## config.mk

```make
export PLATFORM = sky130hd
export DESIGN_NAME = gxp_top
export DESIGN_NICKNAME = d
export VERILOG_FILES = /design/src/gxp_pkg.sv /design/src/gxp_top.sv
export SDC_FILE = /design/constraint.sdc
export NUM_CORES = 1
export LEC_CHECK = 0
export BUFFER_PORTS_ARGS = -buffer_cell sky130_fd_sc_hd__buf_2
export CAP_MARGIN = 25
export CORE_ASPECT_RATIO = 0.9
export CORE_MARGIN = 10
export CORE_UTILIZATION = 45
export DETAILED_ROUTE_END_ITERATION = 12
export GPL_TIMING_DRIVEN = 0
export PLACE_DENSITY = 0.63
export SLEW_MARGIN = 40
export SYNTH_ARGS = -nofsm -noshare
export SYNTH_HDL_FRONTEND = slang
export SYNTH_SLANG_ARGS = --single-unit
```

## constraint.sdc

```tcl
create_clock -name CLK_I -period 2.3 [get_ports CLK_I]
set_clock_uncertainty 0.05 [all_clocks]
set_input_delay 0.115 -clock CLK_I [delete_from_list [all_inputs] [get_ports CLK_I]]
set_output_delay 0.115 -clock CLK_I [all_outputs]
set_load 0.01 [all_outputs]
```

## src/gxp_pkg.sv

```systemverilog
// Purpose: shared constants for the two-wire gpio expander
// Assumes: one 250 MHz clock samples every pin
// Notes:   register map of the serial side and of the local status port
//
// Notes on behaviour
// - four byte registers are reachable over the serial bus: input, output, polarity and direction.
// - the alert is asserted while any input pin differs from the captured input value.
// - the alert pin is active low and open drain, only ever pulled low.
// - power-on reset loads all register defaults and idles the serial state machine.
// - while the external reset pin is low the output, polarity, direction and pointer registers and the serial state machine stay at defaults.
// - two strap pins give the two low bits of the slave address.
// - after power-up every port pin is an input with its driver off.
// - no port pin changes level during power-up.
// - the serial slave works at bus clock rates up to 400 kHz.
// - output pins are driven from latched register values until rewritten.
// - eight port pins, each independently an input or an output.
// - the address is binary 11100 plus the two straps; a high direction bit means read.
// - the first written byte picks the register: 00h input, 01h output, 02h polarity, 03h direction.
// - a direction bit of one makes the pin an input, zero makes it an output.
// - the alert clears when the pin returns or at the acknowledge bit of an input register read.
package gxp_pkg;
  // serial register pointers
  localparam logic [7:0] PTR_INPUT  = 8'h00;
  localparam logic [7:0] PTR_OUTPUT = 8'h01;
  localparam logic [7:0] PTR_POL    = 8'h02;
  localparam logic [7:0] PTR_DIR    = 8'h03;
  // reset values
  localparam logic [7:0] RST_OUTPUT = 8'hFF;
  localparam logic [7:0] RST_POL    = 8'h00;
  localparam logic [7:0] RST_DIR    = 8'hFF;
  localparam logic [4:0] ADDR_FIXED = 5'h1C;
  // local status port
  localparam logic [1:0] LOC_STATUS = 2'h0;
  localparam logic [1:0] LOC_MASK   = 2'h1;
  localparam logic [1:0] LOC_VIEW   = 2'h2;
  localparam int unsigned EV_ALERT  = 0;
  localparam int unsigned EV_WRITE  = 1;
  localparam int unsigned EV_BITS   = 2;
  localparam logic [1:0] INIT_DONE  = 2'h3;
  typedef enum logic [3:0] {
    ST_IDLE, ST_ADDR, ST_ADDR_ACK, ST_CMD, ST_CMD_ACK, ST_WR, ST_WR_ACK, ST_RD, ST_RD_ACK
  } gxp_state_e;
endpackage

```

## src/gxp_top.sv

```systemverilog
// Purpose: eight-pin gpio expander behind a two-wire serial slave
// Assumes: SCL and SDA are slow pins sampled by CLK_I; no clock stretching
// Notes:   local status port reports alert and write events
//
// Added by the designer: the register addresses and the strobed register port.
`timescale 1ns/100ps
module gxp_top (
  // clock and power-on reset
  input  wire logic                        CLK_I,
  input  wire logic                        RST_N_I,
  // external reset and address straps
  input  wire logic                        EXT_RST_N_I,
  input  wire logic                        ADDR_STRAP_LOW_I,
  input  wire logic                        ADDR_STRAP_HIGH_I,
  // serial bus
  input  wire logic                        SCL_I,
  input  wire logic                        SDA_I,
  output logic                             SDA_O,
  output logic                             SDA_OE_O,
  // alert pin, open drain
  output logic                             INT_O,
  output logic                             INT_OE_O,
  // port pins
  input  wire logic [7:0]                  PORT_PIN_I,
  output logic      [7:0]                  PORT_PIN_O,
  output logic      [7:0]                  PORT_PIN_OE_O,
  // local status port
  input  wire logic [1:0]                  BUS_ADDR_I,
  input  wire logic [7:0]                  BUS_WDATA_I,
  input  wire logic                        BUS_WR_I,
  input  wire logic                        BUS_RD_I,
  output logic      [7:0]                  BUS_RDATA_O,
  output logic                             IRQ_O
);
  import gxp_pkg::*;

  logic [2:0]           scl_q;
  logic [2:0]           sda_q;
  logic [1:0]           ext_q;
  logic [1:0]           strap_q1;
  logic [1:0]           strap_q2;
  logic [7:0]           pin_s1;
  logic [7:0]           pin_s2;
  logic                 scl_rise;
  logic                 scl_fall;
  logic                 start_c;
  logic                 stop_c;
  logic                 clr;
  gxp_state_e           st_r;
  logic [3:0]           cnt_r;
  logic [7:0]           sh_r;
  logic [7:0]           tx_r;
  logic [7:0]           addr_r;
  logic [7:0]           ptr_r;
  logic                 rw_r;
  logic                 nack_r;
  logic                 sda_oe_r;
  logic [7:0]           out_r;
  logic [7:0]           pol_r;
  logic [7:0]           en_r;
  logic [7:0]           snap_r;
  logic [1:0]           init_r;
  logic                 alert_r;
  logic                 alert_d;
  logic                 wr_evt;
  logic [6:0]           own_addr;
  logic [EV_BITS-1:0]   sts_r;
  logic [EV_BITS-1:0]   mask_r;
  logic [EV_BITS-1:0]   ev;
  logic [7:0]           rdata_r;
  logic                 irq_r;
  logic [7:0]           rd_val;

  // serial read value of a register
  function automatic logic [7:0] reg_value(input logic [7:0] p, input logic [7:0] pins,
                                           input logic [7:0] pol, input logic [7:0] outv,
                                           input logic [7:0] en);
    unique case (p)
      PTR_INPUT:  reg_value = pins ^ pol;
      PTR_OUTPUT: reg_value = outv;
      PTR_POL:    reg_value = pol;
      PTR_DIR:    reg_value = ~en;
      default:    reg_value = 8'h00;
    endcase
  endfunction

  // one read value feeds both the shifter and its first bit
  assign rd_val = reg_value(ptr_r, pin_s2, pol_r, out_r, en_r);

  always_ff @(posedge CLK_I or negedge RST_N_I) begin
    if (!RST_N_I) begin
      scl_q    <= 3'h7;
      sda_q    <= 3'h7;
      ext_q    <= 2'h0;
      strap_q1 <= 2'h0;
      strap_q2 <= 2'h0;
      pin_s1   <= 8'h00;
      pin_s2   <= 8'h00;
    end else begin
      scl_q    <= {scl_q[1:0], SCL_I};
      sda_q    <= {sda_q[1:0], SDA_I};
      ext_q    <= {ext_q[0], EXT_RST_N_I};
      strap_q1 <= {ADDR_STRAP_HIGH_I, ADDR_STRAP_LOW_I};
      strap_q2 <= strap_q1;
      pin_s1   <= PORT_PIN_I;
      pin_s2   <= pin_s1;
    end
  end

  // edges are read from stages two and three only
  assign scl_rise = scl_q[1] & ~scl_q[2];
  assign scl_fall = ~scl_q[1] & scl_q[2];
  assign start_c  = scl_q[1] & scl_q[2] & sda_q[2] & ~sda_q[1];
  assign stop_c   = scl_q[1] & scl_q[2] & ~sda_q[2] & sda_q[1];
  assign clr      = ~ext_q[1];
  assign own_addr = {ADDR_FIXED, strap_q2};
  assign wr_evt   = (st_r == ST_WR) && scl_fall && (cnt_r == 4'h8);

  // serial slave, any scl rate far below clk
  always_ff @(posedge CLK_I or negedge RST_N_I) begin
    if (!RST_N_I) begin
      st_r     <= ST_IDLE;
      cnt_r    <= 4'h0;
      sh_r     <= 8'h00;
      tx_r     <= 8'h00;
      addr_r   <= 8'h00;
      ptr_r    <= PTR_INPUT;
      rw_r     <= 1'b0;
      nack_r   <= 1'b0;
      sda_oe_r <= 1'b0;
    end else if (clr || stop_c) begin
      st_r     <= ST_IDLE;
      cnt_r    <= 4'h0;
      sda_oe_r <= 1'b0;
      if (clr) begin
        ptr_r <= PTR_INPUT;
      end
    end else if (start_c) begin
      st_r     <= ST_ADDR;
      cnt_r    <= 4'h0;
      sda_oe_r <= 1'b0;
    end else begin
      if (scl_rise && (st_r == ST_ADDR || st_r == ST_CMD || st_r == ST_WR || st_r == ST_RD)) begin
        sh_r  <= {sh_r[6:0], sda_q[1]};
        cnt_r <= cnt_r + 4'h1;
      end
      if (scl_rise && st_r == ST_RD_ACK) begin
        nack_r <= sda_q[1];
      end
      if (scl_fall) begin
        unique case (st_r)
          ST_IDLE: begin
            sda_oe_r <= 1'b0;
          end
          ST_ADDR: begin
            if (cnt_r == 4'h8) begin
              addr_r <= sh_r;
              rw_r   <= sh_r[0];
              if (sh_r[7:1] == own_addr) begin
                st_r     <= ST_ADDR_ACK;
                sda_oe_r <= 1'b1;
              end else begin
                st_r <= ST_IDLE;
              end
            end
          end
          ST_ADDR_ACK: begin
            cnt_r <= 4'h0;
            if (rw_r) begin
              tx_r     <= rd_val;
              sda_oe_r <= ~rd_val[7];
              st_r     <= ST_RD;
            end else begin
              sda_oe_r <= 1'b0;
              st_r     <= ST_CMD;
            end
          end
          ST_CMD: begin
            if (cnt_r == 4'h8) begin
              ptr_r    <= sh_r;
              sda_oe_r <= 1'b1;
              st_r     <= ST_CMD_ACK;
            end
          end
          ST_WR: begin
            if (cnt_r == 4'h8) begin
              sda_oe_r <= 1'b1;
              st_r     <= ST_WR_ACK;
            end
          end
          ST_CMD_ACK, ST_WR_ACK: begin
            cnt_r    <= 4'h0;
            sda_oe_r <= 1'b0;
            st_r     <= ST_WR;
          end
          ST_RD: begin
            if (cnt_r == 4'h8) begin
              sda_oe_r <= 1'b0;
              st_r     <= ST_RD_ACK;
            end else begin
              tx_r     <= {tx_r[6:0], 1'b0};
              sda_oe_r <= ~tx_r[6];
            end
          end
          ST_RD_ACK: begin
            cnt_r <= 4'h0;
            // a nack ends the read; stay off the bus until the next start
            if (nack_r) begin
              sda_oe_r <= 1'b0;
              st_r     <= ST_IDLE;
            end else begin
              tx_r     <= rd_val;
              sda_oe_r <= ~rd_val[7];
              st_r     <= ST_RD;
            end
          end
        endcase
      end
    end
  end

  // drivers start off, output latch starts high so nothing glitches
  // register writes, input register read only
  always_ff @(posedge CLK_I or negedge RST_N_I) begin
    if (!RST_N_I) begin
      out_r <= RST_OUTPUT;
      pol_r <= RST_POL;
      en_r  <= ~RST_DIR;
    end else if (clr) begin
      out_r <= RST_OUTPUT;
      pol_r <= RST_POL;
      en_r  <= ~RST_DIR;
    end else if (wr_evt) begin
      unique case (ptr_r)
        PTR_OUTPUT: out_r <= sh_r;
        PTR_POL:    pol_r <= sh_r;
        PTR_DIR:    en_r  <= ~sh_r;
        default:    out_r <= out_r;
      endcase
    end
  end

  // snapshot taken at the read acknowledge
  always_ff @(posedge CLK_I or negedge RST_N_I) begin
    if (!RST_N_I) begin
      snap_r <= 8'h00;
      init_r <= 2'h0;
    end else if (clr) begin
      snap_r <= pin_s2;
      init_r <= 2'h0;
    end else if (init_r != INIT_DONE) begin
      snap_r <= pin_s2;
      init_r <= init_r + 2'h1;
    end else if (st_r == ST_RD_ACK && scl_rise && ptr_r == PTR_INPUT) begin
      snap_r <= pin_s2;
    end
  end

  // alert on mismatch of input pins
  always_ff @(posedge CLK_I or negedge RST_N_I) begin
    if (!RST_N_I) begin
      alert_r <= 1'b0;
      alert_d <= 1'b0;
    end else begin
      alert_r <= (init_r == INIT_DONE) && !clr && (|((pin_s2 ^ snap_r) & ~en_r));
      alert_d <= alert_r;
    end
  end

  // local status: set wins over write-one-clear
  assign ev = {wr_evt, alert_r & ~alert_d};

  always_ff @(posedge CLK_I or negedge RST_N_I) begin
    if (!RST_N_I) begin
      sts_r   <= '0;
      mask_r  <= '0;
      rdata_r <= 8'h00;
      irq_r   <= 1'b0;
    end else begin
      if (BUS_WR_I && BUS_ADDR_I == LOC_STATUS) begin
        sts_r <= (sts_r & ~BUS_WDATA_I[EV_BITS-1:0]) | ev;
      end else begin
        sts_r <= sts_r | ev;
      end
      if (BUS_WR_I && BUS_ADDR_I == LOC_MASK) begin
        mask_r <= BUS_WDATA_I[EV_BITS-1:0];
      end
      rdata_r <= 8'h00;
      if (BUS_RD_I) begin
        unique case (BUS_ADDR_I)
          LOC_STATUS: rdata_r <= {6'h00, sts_r};
          LOC_MASK:   rdata_r <= {6'h00, mask_r};
          LOC_VIEW:   rdata_r <= {3'h0, alert_r, st_r};
          default:    rdata_r <= 8'h00;
        endcase
      end
      irq_r <= |(sts_r & mask_r);
    end
  end

  // only pull low; latched pin drive
  assign INT_O         = 1'b0;
  assign INT_OE_O      = alert_r;
  assign SDA_O         = 1'b0;
  assign SDA_OE_O      = sda_oe_r;
  assign PORT_PIN_O    = out_r;
  assign PORT_PIN_OE_O = en_r;
  assign BUS_RDATA_O   = rdata_r;
  assign IRQ_O         = irq_r;
endmodule // gxp_top

```

## Yosys cells after proc, flatten, opt, wreduce, memory -nomap -nowiden

Cells that the tools add are included.

- Flip-flop bits (word level): 111
- Output and inout port bits: 29
- Input port bits: 27
- Word-level logic and storage cells: 182

- Equality and inequality tests: 34
- Bitwise logic cells: 28
- Add/sub/neg operators: 2
- Mux-type cells: 54
- Reductions and logical operators: 38

Operator list:

| kind | count |
|---|---|
| 2-to-1 mux 8 bit | 18 |
| 2-to-1 mux 4 bit | 12 |
| one-hot mux 8 bit (4 select lines) | 1 |
| one-hot mux 4 bit (7 select lines) | 1 |
| 2-to-1 mux 7 bit | 3 |
| one-hot mux 7 bit (3 select lines) | 1 |
| == test 4 x 3 -> 1 bit (second input constant) | 4 |
| == test 8 x 2 -> 1 bit (second input constant) | 2 |
| NOT 8 bit | 2 |
| bitwise XOR 8 bit | 2 |
| one-hot mux 5 bit (3 select lines) | 1 |
| != test 2 x 1 -> 1 bit (second input constant) | 6 |
| != test 4 bit (second input constant) | 3 |
| != test 2 bit (second input constant) | 5 |
| NOT 1 bit | 10 |
| AND reduction 5 bit | 2 |
| logical AND 1 bit | 9 |
| 2-to-1 mux 1 bit | 9 |
| nonzero test 9 bit | 1 |
| AND 1 bit | 8 |
| AND 8 bit | 1 |
| == test 4 x 2 -> 1 bit (second input constant) | 2 |
| == test 4 bit (second input constant) | 2 |
| == test 8 x 1 -> 1 bit (second input constant) | 1 |
| 32 further kinds | 50 |

## Logic depth before layout (Yosys ltp)

Gate-level depths: netlist of run 1.

- Depth after elaboration: 10
- Depth in mapped cells: 8
- Gate-level depth less buffers: 7

## Least setup slack after synthesis of run 1

Ideal clock, no wire load.

- Kind: flip-flop to flip-flop
- Start: reg cnt_r[0]
- End: reg pol_r[0]
- Period minus slack after synthesis: 1.998 ns
- Arrival time: 1.817 ns
- Path buffers: 0
- Setup time: 0.132 ns
- Cell stages (with the launch flop): 8
- Data required time: 2.118 ns
- Path slack: 0.302 ns
- Cells stage by stage: dfrtp_1 inv_1 ha_1 and3b_1 nand3_4 nor4_4 mux2i_1 nor2_1

- Word-level cells in the longest chain between the ends: 4

RTL lines:

| what | line | text |
|---|---|---|
| from (decl) | gxp_top.sv:50 | `logic [3:0] cnt_r;` |
| from (signal assigned) | gxp_top.sv:145 | `cnt_r <= cnt_r + 4'h1;` |
| == test 4 bit | gxp_top.sv:117 | `assign wr_evt = (st_r == ST_WR) && scl_fall && (cnt_r == 4'h8);` |
| logical AND 1 bit | gxp_top.sv:117 |  |
| != test 2 x 1 -> 1 bit (no line) | -- |  |
| AND reduction 2 bit (no line) | -- |  |
| to (signal assigned) | gxp_top.sv:236 | `PTR_POL: pol_r <= sh_r;` |
| to (decl) | gxp_top.sv:59 | `logic [7:0] pol_r;` |

Every way passes these cells.
A chain may end at the register's enable or synchronous reset.

## Worst setup path after layout of run 1

- Start: reg ptr_r[3]
- End: reg en_r[5] (netlist: PORT_PIN_OE_O[5])

- Word-level cells in the longest chain between the ends: 3

RTL lines:

| what | line | text |
|---|---|---|
| from (decl) | gxp_top.sv:54 | `logic [7:0] ptr_r;` |
| from (signal assigned) | gxp_top.sv:180 | `ptr_r <= sh_r;` |
| == test 8 x 2 -> 1 bit | gxp_top.sv:234 | `unique case (ptr_r)` |
| != test 2 x 1 -> 1 bit (no line) | -- |  |
| AND reduction 2 bit (no line) | -- |  |
| to (signal assigned) | gxp_top.sv:228 | `en_r <= ~RST_DIR;` |
| to (signal assigned) | gxp_top.sv:232 | `en_r <= ~RST_DIR;` |
| to (signal assigned) | gxp_top.sv:237 | `PTR_DIR: en_r <= ~sh_r;` |
| to (decl) | gxp_top.sv:60 | `logic [7:0] en_r;` |

Every way passes these cells.

==> results by group, run 1 <==
CTS
  • H-tree levels: 3
  • CTS tree: yes
  • Clk sinks: approximately 110
  • TritonCTS Buffers: 9
  • Clock slew at reported path FFs: about 0.07 ns
  • Clock Tree Root: clkbuf_16
  • Clock Path Buffers: 2
  • Clk_lat worst skew: between 0.3 and 0.4 ns

Synth
  • YS warnings: 0
  • Number of synthesized register bits: between 100 and 150
  • Syn Area/Cell: around 11 um2
  • Synth area leaders: dfrtp_1, dfstp_2, mux2i_1
  • Syn Std Cell Area: between 4000 and 5000 um2
  • Post-synth EDFFs: 0
  • Yosys cell types: between 60 and 70
  • Seq/Total Area, Yosys: 0.555
  • Synth area leader: dfrtp_1
  • Synth top area share: 0.480
  • Top_reg_cell synth: dfrtp_1
  • FFs w/ async S/R, synth: 1.00
  • Synthesized instance count: roughly 430

Layout
  • Final-stage net count: 532
  • Area growth syn-to-layout: 19.7%
  • Fin area: 5860 um2
  • Share of cells above drive strength 1: 0.243
  • Most frequent cells in the layout: dfrtp_1, buf_2, nand2_1
  • ANT cells: 0
  • Commonest non-fill, non-tap cell in the layout: dfrtp_1
  • Fillers: around 930

Setup path
  • CP Buf/Inv Count: 1
  • Critical Path Fanout Max: 10
  • Peak per-stage delay on the critical path: ~0.42 ns
  • CP max stage cell: nor4_4
  • Crit-path cells: nor4_4 -> nand2_2 -> nor3_4 -> buf_2 -> nor2_1 -> a211oi_1
  • Worst EP required: 2.50 ns
  • CP Data Arrival Time: between 2 and 2.5 ns
  • Worst setup SP type: flip-flop
  • Reg2Reg Depth: 6
  • CP endpoint kind: flip-flop
  • Top delay family on crit path: simple AND/OR/NAND/NOR gates
  • Crit path depth: 6
  • Crit path kind: reg2reg

Die
  • DIE HEIGHT: approximately 120 um
  • Die Wd: roughly 130 um
  • Initial Util: 0.457
  • Die area: between 15,000 and 20,000 um2
  • IO Pins: between 50 and 60
  • Floorplan row count: 36
  • Core Region: 10,700 um2

Hold path
  • HP Class: in2reg
  • Hold Path Stages: 3

STA
  • Worst Tran Pin Value: around 0.77 ns
  • FMAX: ~0.47 GHz
  • Min Tclk post-route: approximately 2.1 ns
  • Slew Limit Fails: 0
  • Final hold violations: 0
  • # setup viols final: 0
  • Slew headroom: 0.483
  • Unrepaired setup endpoints after global routing: true
  • Period Utilization, post-route: 0.931

Power
  • Total Power: slightly above 4000 uW
  • Leakage power: ~0.0026 uW
  • PwrDens: 687 nW/um2
  • IR drop worst, VDD: about 420 uV

Placement
  • DP HPWL: 7920 um
  • Dpl cell area: 5330 um2
  • IO buf count: 42
  • Placer Congestion: ~0.85

Drt
  • DRC violation count after routing: 0
  • Avg WL per Cell: approximately 17 um
  • Drt first pass iters: 4
  • Drt total wl: ~11,000 um
  • Vias per cell: ~5.4
  • 1st-iter DRT viols: 263
  • Vias: approximately 3,500
  • Final antenna-violating net count: 0

Global route
  • Largest net degree at the start of global routing: 57
  • Number of global-route vias before repair: ~3,400
  • GRT overflow: 0
  • Tot GR Track Use: 0.149
  • Antenna violations before repair: 0
  • First-pass GRT wire length: 18,300 um

Outcome
  • Status: finished, final reports clean

Run
  • MaxCap Viol Count: 0
==> Yosys cell counts, types with 5 or more instances <==
cell type and n:
inv_1 9, clkbuf_1 12, nor2_1 31, nor2b_1 16
nand2_1 38, a211oi_1 8, o211ai_1 5, o22ai_1 5
a22o_1 9, mux2_2 18, mux2i_1 23, dfrtp_1 94
nand2b_1 6, nor3_1 7, buf_4 6, xor2_1 7
xnor2_1 17, o21ai_0 18, dfstp_2 14
==> layout make-up <==
type / instances / area, um2 / area share
plain buffers: 23 / 115 / 0.0196
clock buffers: 9 / 225 / 0.0384
clock inverters: 7 / 85.1 / 0.0145
inverters: 9 / 33.8 / 0.00576
multi-input cells: 289 / 2090 / 0.356
flip-flops and latches: 108 / 2720 / 0.464
well taps: 133 / 166 / 0.0284
repair buffers: 62 / 433 / 0.0738
==> repair_timing <==
| action | CTS | global route |
|---|---|---|
| gates cloned | 0 | 0 |
| gates resized for setup | 3 | 8 |
| setup buffers | 2 | 0 |
| endpoints found under the hold margin | 71 | 0 |
| pin swaps | 1 | 1 |
| endpoints found under the setup margin | 19 | 27 |
| hold buffers | 17 | 0 |
==> worst min-delay path: cells and delay by family <==
kind / cells / cell delay [ns]
AND/OR/NAND/NOR: 2 / 0.19
buffers and inverters: 1 / 0.15
==> registers in the layout, summed over array words and instances (netlist names), 2 cells and up <==
| name | count |
|---|---|
| mask_r | 2 |
| cnt_r | 4 |
| BUS_RDATA_O | 5 |
| ptr_r | 8 |
| pol_r | 8 |
| tx_r | 7 |
| st_r | 4 |
| pin_s1 | 8 |
| sh_r | 8 |
| pin_s2 | 8 |
| PORT_PIN_O | 8 |
| strap_q2 | 2 |
| init_r | 2 |
| strap_q1 | 2 |
| sts_r | 2 |
| scl_q | 3 |
| sda_q | 3 |
| snap_r | 8 |
| PORT_PIN_OE_O | 8 |
| ext_q | 2 |
==> logic make-up after synthesis <==
| family | synth area share |
|---|---|
| flip-flops | 0.555 |
| AND/OR/NAND/NOR | 0.155 |
| XOR/XNOR | 0.0429 |
| multiplexers | 0.0930 |
| adder cells (fa/ha/maj) | 0.00766 |
| AO/OA/AOI/OAI | 0.115 |
| buffers and inverters | 0.0306 |
| other | 0.000766 |
==> where the power goes <==
group          leakage [uW]  total, uW  switching [uW]  internal (uW)
logic               0.00103        342             177            164
clock network      0.000154       1600             734            864
registers           0.00138       2090            95.9           2000
==> stage by stage <==
stage,cells,worst slack (ns),utilization,TNS [ns],hold WS [ns]
after floorplan,430,0.302,-,0,-0.231
after global placement,605,-0.138,0.493,-13.21,0.172
after detailed placement,606,-0.0943,0.497,-1.24,0.00717
after CTS,641,0.0142,0.545,0,0.0855
after global routing,640,-0.0396,0.547,-0.0396,0.114
final,640,0.159,0.547,0,0.0954
==> final timing paths <==
path | startpoint | to | slack (ns)
max in group asynchronous | RST_N_I | PORT_PIN_O[2] | 1.34
worst min register to register | pin_s1[7] | pin_s2[7] | 0.30
worst max register to register | ptr_r[3] | PORT_PIN_OE_O[5] | 0.16
worst min-delay path | BUS_ADDR_I[1] | BUS_RDATA_O[4] | 0.1
worst max-delay path | ptr_r[3] | PORT_PIN_OE_O[5] | 0.16
min in group asynchronous | RST_N_I | cnt_r[3] | 0.21
==> routing by layer <==
layer / part of all wire / wire, um / up-vias / global-route usage
met4: 0.013 / 148 / 0 / 0.0492
met5: 0 / 0 / - / 0
met1: 0.48 / 5340 / 1710 / 0.208
met2: 0.45 / 4990 / 82 / 0.216
met3: 0.061 / 680 / 13 / 0.0421
li1: - / - / 1650 / -
No activity file was read; power rests on OpenSTA's default activity.
==> inputs of run 2 (changes only) <==
- SETUP_SLACK_MARGIN: default -> 0.5
==> run 2 against run 1 <==
  * Non-clock buffer count is 41 higher
  * Sequential share of layout area down 5.1 points
  * Cell count grew 6.4%
  * Total power rose by 3.9%
  * Count of clock-buffer cells in the layout is the same
  * Clock power rose by 5%
  * Worst setup slack gained 0.28 ns
  * Final area up 12%
  * First-iteration DRC count shrank 11%
  * Hold slack improved by 0.020 ns
  * Combinational power is 20% higher
  * Critical path depth grew 3
  * Critical path type unchanged
  * Largest power group unchanged
==> results by group, run 2 (same netlist as run 1, synthesis figures left out) <==
Setup path
  • Crit path depth: 9
  • Worst EP required: ~2.5 ns
  • R2R Setup Slk: ~0.44 ns
  • Crit-path cells: inv_2 -> ha_4 -> and3b_2 -> buf_4 -> buf_4 -> o211ai_1 -> o21ai_1 -> a21boi_0 -> o2bb2ai_1
  • CP Data Arrival Time: 2.05 ns
  • Reg2Reg Depth: 9
  • CP endpoint kind: flip-flop
  • Crit path kind: reg2reg
  • Peak per-stage delay on the critical path: 0.40 ns
  • CP Buf/Inv Count: 3
  • Reg-to-Reg Start: cnt_r[0]
  • Critical Path Fanout Max: 4
  • CP max stage cell: dfrtp_1
  • Top delay family on crit path: compound AO/OA/AOI/OAI gates
  • Most used cell, CP: buf_4
  • Worst setup SP type: flip-flop
  • Reg-to-Reg End: SDA_OE_O

Die
  • Die Wd: 130 um
  • Core Region: 10,700 um2
  • IO Pins: 56
  • Floorplan row count: 36
  • Die area: around 15,000 um2
  • DIE HEIGHT: ~120 um
  • Initial Util: 0.457

Layout
  • Fillers: 854
  • Commonest non-fill, non-tap cell in the layout: dfrtp_1
  • Share of cells above drive strength 1: 0.370
  • Final-stage net count: roughly 570
  • Fin area: ~6600 um2
  • Area growth syn-to-layout: 34.6%
  • Final core occ: 0.615
  • ANT cells: 0
  • Most frequent cells in the layout: dfrtp_1, buf_2, nand2_1

CTS
  • Clk sinks: around 110
  • TritonCTS Buffers: 9
  • CTS tree: yes
  • Clock slew at reported path FFs: 0.07 ns
  • H-tree levels: 3
  • Clk_lat worst skew: 0.35 ns
  • Clock Path Buffers: 2
  • Clock Tree Root: clkbuf_16

Drt
  • DRC violation count after routing: 0
  • Avg WL per Cell: roughly 18 um
  • 1st-iter DRT viols: roughly 230
  • Vias: between 3,000 and 4,000
  • Final antenna-violating net count: 0
  • Drt total wl: about 12,000 um
  • Drt first pass iters: 7
  • Vias per cell: 5.41

STA
  • Worst Tran Pin Value: around 0.7 ns
  • Unrepaired setup endpoints after global routing: true
  • # setup viols final: 0
  • Period Utilization, post-route: 0.808
  • Min Tclk post-route: ~1.9 ns
  • Slew Limit Fails: 0
  • Final hold violations: 0
  • Slew headroom: 0.532
  • Worst setup margin: between 0.4 and 0.5 ns
  • Final hold slack: 0.116 ns
  • FMAX: approximately 0.54 GHz

Hold path
  • HP Class: in2reg
  • Hold Path Stages: 3
  • Hold Crit Endpoint: BUS_RDATA_O[3]
  • HP Start: BUS_ADDR_I[1]

Power
  • IR drop worst, VDD: 361 uV
  • PwrDens: about 640 nW/um2
  • Leakage power: roughly 0.0029 uW

Placement
  • DP HPWL: just under 8000 um
  • Dpl cell area: ~5300 um2
  • Pre-CTS setup slack: around 0.012 ns
  • IO buf count: 42
  • Placer Congestion: 0.855

Run
  • MaxCap Viol Count: 0

Global route
  • GRT overflow: 0
  • Tot GR Track Use: 0.162
  • First-pass GRT wire length: between 15,000 and 20,000 um
  • Largest net degree at the start of global routing: 65
  • Number of global-route vias before repair: between 3,000 and 4,000
  • Antenna violations before repair: 0

Outcome
  • Status: finished, final reports clean
[run 2: cell types whose count changed in the layout (fill, tap and decap cells not counted), moves of 4 or more]
cell      delta
buf_4       +26
buf_6       +12
nor2_2       +5
mux2_2       -7
buf_12       +4
clkbuf_1     -5
nor2_1       -8
mux2_4       +9
[run 2: per-layer routing]
metal | vias to the layer above | wire length (um) | GRT usage
met1 | 1839 | 5590 | 0.213
met5 | - | 0 | 0
met4 | 0 | 223 | 0.0555
li1 | 1728 | - | -
met3 | 20 | 724 | 0.0430
met2 | 97 | 5760 | 0.252
[run 2: timing repair]
action,CTS,global route
hold endpoints to repair,71,0
hold buffers,17,0
gates cloned,1,0
setup endpoints to repair,65,60
pin swaps,17,25
setup buffers,22,19
resized for setup,67,35
[run 2: cell type report]
class,count,area (um2),share of cell area
tap,133,166,0.0252
clock buffer,9,225,0.0342
timing repair buffer,102,821,0.125
buffer,24,180,0.0273
inverter,9,33.8,0.00513
multi-input combinational,289,2340,0.356
clock inverter,7,97.6,0.0148
sequential,108,2720,0.413
[run 2: worst max path at each step]
stage,from,endpoint
after floorplan,ptr_r[3],pol_r[0]
final,cnt_r[0],SDA_OE_O
after global placement,RST_N_I,snap_r[4]
after global routing,cnt_r[0],tx_r[2]
after detailed placement,cnt_r[0],pol_r[3]
after CTS,scl_q[1],snap_r[6]
[run 2: power by group]
part	internal, uW	total [uW]	leakage [uW]	switching [uW]
Clock	960	1680	0.000152	721
Sequential	2000	2100	0.00137	101
Combinational	212	412	0.00141	200
[run 2: metrics by stage]
step	TNS (ns)	power, uW	std cells
final	0	4190	681
after CTS	0	4200	662
after global placement	-15.21	2430	605
after floorplan	0	2290	430
after detailed placement	0	2450	606
after global routing	0	4350	681
[run 2: worst reg2reg max path: stages, from the launching register on]
cell,delay (ns)
dfrtp_1,0.40
inv_2,0.08
ha_4,0.12
and3b_2,0.28
buf_4,0.13
buf_4,0.12
o211ai_1,0.08
o21ai_1,0.13
a21boi_0,0.26
o2bb2ai_1,0.11
